==> src/design/counter_status_regs.svh <==
// register offsets, reset values and one-hot command codes of the status block
`ifndef COUNTER_STATUS_REGS_SVH
`define COUNTER_STATUS_REGS_SVH
`define STATUS_OFFSET 8'h00
`define COMMAND_OFFSET 8'h04
`define STATUS_RESET 16'h0000
`define COMMAND_RESET 16'h0000
`define COMMAND_MASK 16'h037F
`define CMD_NONE 6'h00
`define CMD_LOAD_COUNT 6'h01
`define CMD_WRITE_SET2 6'h02
`define CMD_WRITE_SET1 6'h04
`define CMD_READ_COUNT 6'h08
`define CMD_READ_SET2 6'h10
`define CMD_READ_SET1 6'h20
`define CMD_WRITES 6'h07
`define CMD_READS 6'h38
`define SYNC_DEPTH 2
`endif

==> src/design/counter_status_pkg.sv <==
// types shared by the counter status word logic
package counter_status_pkg;
   typedef struct packed {
      logic [1:0] reserved;
      logic setError;
      logic overUnder;
      logic extInput;
      logic encZ;
      logic cmp2;
      logic cmp1;
      logic counting;
      logic storedCount;
      logic storedSet2;
      logic storedSet1;
      logic dataHex;
      logic doneCount;
      logic doneSet2;
      logic doneSet1;
   } status_word_t;
   typedef struct packed {
      logic [5:0] unusedHigh;
      logic enableOut2;
      logic enableOut1;
      logic unused7;
      logic readCount;
      logic readSet2;
      logic readSet1;
      logic codeHex;
      logic loadCount;
      logic writeSet2;
      logic writeSet1;
   } command_word_t;
   typedef enum logic [1:0] {
      IDLE = 2'b01,
      BUSY = 2'b10
   } engine_state_t;
endpackage

==> src/design/counter_status_word_logic.sv <==
// status word, command arbitration and wishbone registers of a pulse counter
//
// Our own choices: the Wishbone interface to the registers and the address map.
`include "counter_status_regs.svh"
`timescale 1ns/1ns
`default_nettype none
module counter_status_word_logic (
   // clock and reset
   input wire logic mclk,
   input wire logic reset,
   // wishbone slave
   input wire logic wb_cyc_i,
   input wire logic wb_stb_i,
   input wire logic wb_we_i,
   input wire logic [7:0] wb_adr_i,
   input wire logic [3:0] wb_sel_i,
   input wire logic [31:0] wb_dat_i,
   output logic [31:0] wb_dat_o,
   output logic wb_ack_o,
   // counter core handshake
   output logic [5:0] cmdSel,
   output counter_status_pkg::command_word_t cmdWord,
   input wire logic cmdDone,
   input wire logic cmdErr,
   // counter core state
   input wire logic countRun,
   input wire logic overUnderEvent,
   input wire logic cmpOut1,
   input wire logic cmpOut2,
   output logic haltCount,
   // pins
   input wire logic encZPin,
   input wire logic extInPin,
   // status word
   output counter_status_pkg::status_word_t status
);
   // lowest index is the highest priority
   function automatic logic [5:0] pickFirst(input logic [5:0] v);
      logic [5:0] r;
      r = `CMD_NONE;
      for (int i = 5; i >= 0; i--)
      begin
         if (v[i])
         begin
            r = 6'(6'h01 << i);
         end
      end
      return r;
   endfunction

   // bits of lower priority than a one-hot selection
   function automatic logic [5:0] lowerThan(input logic [5:0] s);
      return ~(s | 6'(s - 6'h01));
   endfunction

   function automatic logic [5:0] requests(
      input counter_status_pkg::command_word_t c);
      return {c.readSet1, c.readSet2, c.readCount,
              c.writeSet1, c.writeSet2, c.loadCount};
   endfunction

   logic [`SYNC_DEPTH-1:0] zSync;
   logic [`SYNC_DEPTH-1:0] extSync;
   counter_status_pkg::engine_state_t state;
   counter_status_pkg::engine_state_t next_state;
   logic [5:0] next_cmdSel;
   logic [5:0] doneFlag;
   logic [5:0] next_doneFlag;
   logic setError;
   logic next_setError;
   logic dataHex;
   logic next_dataHex;
   logic next_haltCount;
   logic countRunPrev;
   logic [5:0] pending;
   logic [5:0] finished;
   counter_status_pkg::status_word_t next_status;
   counter_status_pkg::command_word_t next_cmdWord;
   logic next_ack;
   logic [31:0] next_dat;
   logic request;

   // pin synchronisers, only the last stage is read
   always_ff @(posedge mclk or posedge reset)
   begin
      if (reset)
      begin
         zSync <= '0;
         extSync <= '0;
      end
      else
      begin
         zSync <= {zSync[0], encZPin};
         extSync <= {extSync[0], extInPin};
      end
   end

   // command arbitration and completion flags
   always_comb
   begin
      pending = requests(cmdWord) & ~doneFlag;
      finished = (state == counter_status_pkg::BUSY && cmdDone) ?
                 cmdSel : `CMD_NONE;
      next_state = state;
      next_cmdSel = cmdSel;
      unique case (state)
         counter_status_pkg::IDLE:
         begin
            if (pending != `CMD_NONE)
            begin
               next_cmdSel = pickFirst(pending);
               next_state = counter_status_pkg::BUSY;
            end
         end
         counter_status_pkg::BUSY:
         begin
            if (cmdDone)
            begin
               next_cmdSel = `CMD_NONE;
               next_state = counter_status_pkg::IDLE;
            end
         end
      endcase
      // set wins over a drop or a higher-priority clear in the same cycle
      next_doneFlag = (doneFlag & requests(cmdWord)) | finished;
      if (finished != `CMD_NONE)
      begin
         next_doneFlag = next_doneFlag & ~lowerThan(finished);
      end
      next_setError = setError;
      if ((finished & `CMD_WRITES) != `CMD_NONE)
      begin
         next_setError = cmdErr;
      end
      next_dataHex = dataHex;
      if ((finished & `CMD_READS) != `CMD_NONE)
      begin
         next_dataHex = cmdWord.codeHex;
      end
      // a new event wins over the restart clear
      next_haltCount = overUnderEvent |
                       (haltCount & ~(countRun & ~countRunPrev));
   end

   always_ff @(posedge mclk or posedge reset)
   begin
      if (reset)
      begin
         state <= counter_status_pkg::IDLE;
         cmdSel <= `CMD_NONE;
         doneFlag <= `CMD_NONE;
         setError <= 1'b0;
         dataHex <= 1'b0;
         haltCount <= 1'b0;
         countRunPrev <= 1'b0;
      end
      else
      begin
         state <= next_state;
         cmdSel <= next_cmdSel;
         doneFlag <= next_doneFlag;
         setError <= next_setError;
         dataHex <= next_dataHex;
         haltCount <= next_haltCount;
         countRunPrev <= countRun;
      end
   end

   // status word, built from the next flag values so it tracks them
   always_comb
   begin
      next_status.reserved = 2'h0;
      next_status.setError = next_setError;
      next_status.overUnder = next_haltCount;
      next_status.extInput = extSync[1];
      next_status.encZ = zSync[1];
      next_status.cmp2 = cmpOut2 & cmdWord.enableOut2;
      next_status.cmp1 = cmpOut1 & cmdWord.enableOut1;
      next_status.counting = countRun;
      next_status.storedCount = next_doneFlag[3];
      next_status.storedSet2 = next_doneFlag[4];
      next_status.storedSet1 = next_doneFlag[5];
      next_status.dataHex = next_dataHex;
      next_status.doneCount = next_doneFlag[0];
      next_status.doneSet2 = next_doneFlag[1];
      next_status.doneSet1 = next_doneFlag[2];
   end

   always_ff @(posedge mclk or posedge reset)
   begin
      if (reset)
      begin
         status <= `STATUS_RESET;
      end
      else
      begin
         status <= next_status;
      end
   end

   // wishbone slave: ack one cycle after the strobe, write at the ack edge
   always_comb
   begin
      request = wb_cyc_i & wb_stb_i;
      next_ack = request & ~wb_ack_o;
      next_dat = wb_dat_o;
      if (next_ack && !wb_we_i)
      begin
         if (wb_adr_i == `STATUS_OFFSET)
         begin
            next_dat = {16'h0000, status};
         end
         else if (wb_adr_i == `COMMAND_OFFSET)
         begin
            next_dat = {16'h0000, cmdWord};
         end
         else
         begin
            next_dat = 32'h00000000;
         end
      end
      next_cmdWord = cmdWord;
      if (request && wb_ack_o && wb_we_i && wb_adr_i == `COMMAND_OFFSET)
      begin
         // unused command bits never store, so they read back as zero
         if (wb_sel_i[0])
         begin
            next_cmdWord[7:0] = wb_dat_i[7:0] & 8'(`COMMAND_MASK);
         end
         if (wb_sel_i[1])
         begin
            next_cmdWord[15:8] = wb_dat_i[15:8] & 8'(`COMMAND_MASK >> 8);
         end
      end
   end

   always_ff @(posedge mclk or posedge reset)
   begin
      if (reset)
      begin
         wb_ack_o <= 1'b0;
         wb_dat_o <= 32'h00000000;
         cmdWord <= `COMMAND_RESET;
      end
      else
      begin
         wb_ack_o <= next_ack;
         wb_dat_o <= next_dat;
         cmdWord <= next_cmdWord;
      end
   end
endmodule
`default_nettype wire

==> config.mk <==
export PLATFORM = sky130hd
export DESIGN_NAME = counter_status_word_logic
export DESIGN_NICKNAME = d
export VERILOG_FILES = /design/src/design/counter_status_pkg.sv /design/src/design/counter_status_word_logic.sv
export VERILOG_INCLUDE_DIRS = /design/src /design/src/design
export SDC_FILE = /design/constraint.sdc
export NUM_CORES = 1
export LEC_CHECK = 0
export ABC_AREA = 1
export BUFFER_PORTS_ARGS = -buffer_cell sky130_fd_sc_hd__buf_2
export CORE_ASPECT_RATIO = 1.2
export CORE_MARGIN = 8
export CORE_UTILIZATION = 27
export CTS_CLUSTER_SIZE = 12
export DETAILED_ROUTE_END_ITERATION = 16
export PLACE_DENSITY_LB_ADDON = 0.08
export SLEW_MARGIN = 15
export SYNTH_ARGS = -nofsm -noshare
export SYNTH_HDL_FRONTEND = slang
export SYNTH_SLANG_ARGS = --single-unit
==> constraint.sdc <==
create_clock -name mclk -period 1.6 [get_ports mclk]
set_input_delay 0.32 -clock mclk [delete_from_list [all_inputs] [get_ports mclk]]
set_output_delay 0.32 -clock mclk [all_outputs]
set_load 0.005 [all_outputs]
Word level (Yosys, flattened, before mapping)

Index checks and enable logic that the tools add are counted.

Add/sub/neg operators: 1
Equal/unequal tests: 5
Multiplexer cells: 16
Bitwise logic cells: 18
Reduce and logical (&&, ||, !) cells: 14

Operators with widths:

| operator                                          | count |
|---|---|
| 2-to-1 mux 6 bit                                  | 10 |
| 2-to-1 mux 32 bit                                 | 1 |
| nonzero test 6 bit                                | 4 |
| bitwise AND 6 bit                                 | 3 |
| NOT 6 bit                                         | 3 |
| OR 6 bit                                          | 2 |
| case mux 6 bit (2 select lines)                   | 1 |
| 2-to-1 mux 10 bit                                 | 1 |
| == test 8 x 3 -> 1 bit (second input constant)    | 1 |
| zero test 8 bit                                   | 1 |
| bitwise AND 1 bit                                 | 6 |
| AND reduction 2 bit                               | 3 |
| subtractor 6 x 1 -> 6 bit (second input constant) | 1 |
| logical AND 1 bit                                 | 5 |
| 2-to-1 mux 2 bit                                  | 2 |
| inequality test 2 bit (second input constant)     | 2 |
| case mux 2 bit (2 select lines)                   | 1 |
| NOT 1 bit                                         | 3 |
| == test 2 x 1 -> 1 bit (second input constant)    | 1 |
| == test 2 bit (second input constant)             | 1 |
| zero test 1 bit                                   | 1 |
| OR 1 bit                                          | 1 |

Register bits after elaboration: 74
Word-level logic and storage cells: 84

Longest topological paths before layout

Word-level depth: 10
Gate-level depth with buffers: 8

Worst setup path after synthesis

No wires, ideal clock.

Path kind: register to register
Start point: register state[0]
End point: register status[13] (netlist bit)
Arrival time: 1.013 ns
Setup slack: 0.461 ns
Stages on the path, launching flop included: 8
Buffers on the path: 0
Cells stage by stage: dfstp_2 -> inv_1 -> nand2_2 -> nor2_8 -> nand2_1 -> nand2_1 -> nand2_1 -> o21ai_0

Longest elaborated chain between the ends: 4

RTL lines:

| what                         | line                             | RTL |
|---|---|---|
| from (decl)                  | counter_status_word_logic.sv:64  | `counter_status_pkg::engine_state_t state;` |
| from (signal assigned)       | counter_status_word_logic.sv:149 | `state <= counter_status_pkg::IDLE;` |
| from (signal assigned)       | counter_status_word_logic.sv:159 | `state <= next_state;` |
| == test 2 bit                | counter_status_word_logic.sv:102 | `finished = (state == counter_status_pkg::BUSY && cmdDone) ?` |
| logical AND 1 bit            | counter_status_word_logic.sv:102 |  |
| 2-to-1 mux 6 bit (no line)   | --                               |  |
| nonzero test 6 bit (no line) | --                               |  |
| to (signal assigned)         | counter_status_word_logic.sv:193 | `` status <= `STATUS_RESET; `` |
| to (signal assigned)         | counter_status_word_logic.sv:197 | `status <= next_status;` |
| to (decl)                    | counter_status_word_logic.sv:35  | `output counter_status_pkg::status_word_t status` |

No other way between the ends.
A chain may end at the register's enable or synchronous reset.

Final worst setup path

Start point: register wb_ack_o
End point: register cmdWord[1] (netlist bit)

Longest elaborated chain between the ends: 4

RTL lines:

| what                            | line                             | RTL |
|---|---|---|
| from (decl)                     | counter_status_word_logic.sv:19  | `output logic wb_ack_o,` |
| from (signal assigned)          | counter_status_word_logic.sv:247 | `wb_ack_o <= next_ack;` |
| logical AND 1 bit (2 in series) | counter_status_word_logic.sv:223 | `` if (request && wb_ack_o && wb_we_i && wb_adr_i == `COMMAND_OFFSET) `` |
| logical AND 1 bit (no line)     | --                               |  |
| AND reduction 2 bit (no line)   | --                               |  |
| to (signal assigned)            | counter_status_word_logic.sv:243 | `` cmdWord <= `COMMAND_RESET; `` |
| to (signal assigned)            | counter_status_word_logic.sv:249 | `cmdWord <= next_cmdWord;` |
| to (decl)                       | counter_status_word_logic.sv:22  | `output counter_status_pkg::command_word_t cmdWord,` |

No other way between the ends.

==> results.ini <==
[timing]
period_needed_ps = 1330
grt_setup_unrepaired = false
hold_violations = 0
skew_ps = 3.92
hold_slack_ps = 44.7
finalSetupTns_ps = 0
final.period_utilization = 0.834
setup_viol = 0
maxSlewViolCount = 0
fmax_ghz = 0.749

[routing]
drt_iter0_drc = 155
wl_per_cell_um = 13.3
routed_wl_mm = 6.24
detail_route.drc_violations = 0
maxUsedRoutingLayer = met4
firstDrtPassIters = 4
wl_met1_mm = 2.82
vias = 1915
ant_nets = 0
wl_met3_um = 500
via_per_inst = 4.07
wl_met2_mm = 2.83

[pwr]
pwr-share-seq = 0.550
p_total_mw = 2.42
combPwrFrac = 0.134
swShare = 0.273
ir_drop_uv = 287
p_switching_mw = 0.659
power_frac_clock = 0.316
intPower_mw = 1.76
power.leakage_nw = 1.67
p_per_area_mw_per_mm2 = 827

[synth]
synth_area_leader_cell = dfrtp_1
syn_area_mm2 = 0.00240
async_flop_share = 1.00
yosysMostFrequentCell = nand2_1
ys_ff_latch = 50
synth_common_cells = nand2_1, dfrtp_1, nand3_1
ys.flop_type = dfrtp_1
yosysSeqAreaShare = 0.522
ys_top_cells_by_area = dfrtp_1, nand2_1, buf_4
yosysTopAreaCellShare = 0.511
syn_inst = 274
synth_edf_count = 0
ys_warn_count = 0
synth_cell_types = 23
avgSynthCellArea_um2 = 8.75

[cts]
postCtsSetupRepairBufs = 0
h-tree-depth = 2
clk_latency_ps = 300
clock_sinks = 50
numCtsBuffers = 5
clk_pin_slew_ps = 90
clock_path_buffers = 2
ctsHoldBuffers = 0
clockRootBuffer = clkbuf_8
cts_tree = yes
post_cts_resized = 0

[cells_and_area]
final_util = 0.340
final_nets = 409
multi_input_area_um2 = 881
layout-drive-gt1-share = 0.309
seq_area_mm2 = 0.00125
diodes = 0
nFillCells = 951
syn_to_final_growth_pct = 22.0

[placed_design]
hpwl_mm = 4.83
place.gp.congestion = 0.705
port_buffers = 76

[grt]
track_usage = 0.106
antenna_found_initial = 0
grt_max_degree = 51
grt_pass1_vias = 2058
grt_pass1_wl_mm = 10.2
grt_overflow = 0

[critical_path]
cp_max_fo = 11
path_class = reg2reg
end_kind = flip-flop
worst_setup_path_start_kind = flip-flop
crit_arrival_ps = 1530
required_ps = 1800

[job]
cap_violations = 0

[floorplan]
core_mm2 = 0.00861
placementRows = 37
floorplan.initialDensity = 0.278
fp.dieH_um = 119
io_pins = 129
die-area_mm2 = 0.0122
chipWidth_um = 102

[outcome]
status = finished clean

[worst_hold_path]
hp-class = in2async

## path summary, 6_finish.rpt
check                                        start                        to  depth (start not counted)  slack, ps
worst max-delay path            wb_ack_o$_DFF_PP0_    cmdWord[1]$_DFFE_PP0P_                          5        270
worst min register to register  zSync[1]$_DFF_PP0_      status[10]$_DFF_PP0_                          0        360
min in group mclk                         extInPin      extSync[0]$_DFF_PP0_                          1        120
max in group asynchronous                    reset      state[0]$_DFFE_PP1P_                          3       1250
worst max register to register  wb_ack_o$_DFF_PP0_    cmdWord[1]$_DFFE_PP0P_                          5        270
worst min-delay path                         reset  wb_dat_o[13]$_DFFE_PP0P_                          3         40
## routing by layer
layer | up-vias | track usage
met5 | - | 0
met4 | 0 | 0.0359
met3 | 7 | 0.0297
met2 | 69 | 0.164
met1 | 870 | 0.137
li1 | 969 | -
## critical path, stage by stage (launching register included)
cell and delay, ps:
dfrtp_1 440, nand2_1 90, nor2_2 400, nand3_4 170
nand2_1 90, nand2_1 50
## metrics by stage
step | instance area [µm²] | instances | worst slack [ps]
3_5_place_dp | 2830 | 462 | 261
3_3_place_gp | 2830 | 462 | 261
4_1_cts | 2920 | 470 | 246
5_1_grt | 2920 | 470 | 96.3
2_1_floorplan | 2490 | 300 | 80.5
6_report | 2920 | 470 | 266
## cell families after synthesis
group                  after synthesis  share of synthesized area
and+or+nand+nor                    153                      0.301
buffers and inverters               59                      0.151
DFF                                 50                      0.522
AOI/OAI and AO/OA                   11                     0.0245
other                                1                    0.00156
## flip-flops by register name, summed over array words and instances, names as in the netlist
signal and cells:
extSync 2, wb_ack_o 1, cmdSel 6, wb_dat_o 14, state 2, doneFlag 6, zSync 2, status 8
cmdWord 9
## power groups by stage
stage	sequential [mW]	clock, mW	combinational [mW]
6_report	1.33	0.764	0.323
5_1_grt	1.33	0.863	0.374
4_1_cts	1.33	0.803	0.329
3_5_place_dp	1.36	0	0.328
3_3_place_gp	1.36	0	0.329
2_1_floorplan	1.35	0	0.270
## cell type report
| class | count | share of cell area |
|---|---|---|
| Sequential cell | 50 | 0.428 |
| Clock buffer | 7 | 0.0295 |
| Inverter | 20 | 0.0257 |
| Multi-Input combinational cell | 191 | 0.301 |
| Tap cell | 117 | 0.0501 |
| Timing Repair Buffer | 84 | 0.163 |
| Clock inverter | 1 | 0.00171 |
## layout by cell type (no fill, tap or decap), types with 3 or more instances in the layout
| master | n |
|---|---|
| conb_1 | 27 |
| nand3_1 | 36 |
| buf_2 | 76 |
| buf_4 | 5 |
| nand4_1 | 11 |
| clkbuf_8 | 6 |
| nand2_1 | 81 |
| buf_12 | 3 |
| inv_1 | 18 |
| nand2_2 | 5 |
| nor2_2 | 4 |
| o21ai_0 | 7 |
| dfrtp_1 | 49 |
| nor2_1 | 11 |
Power figures use the tool's default switching activity.
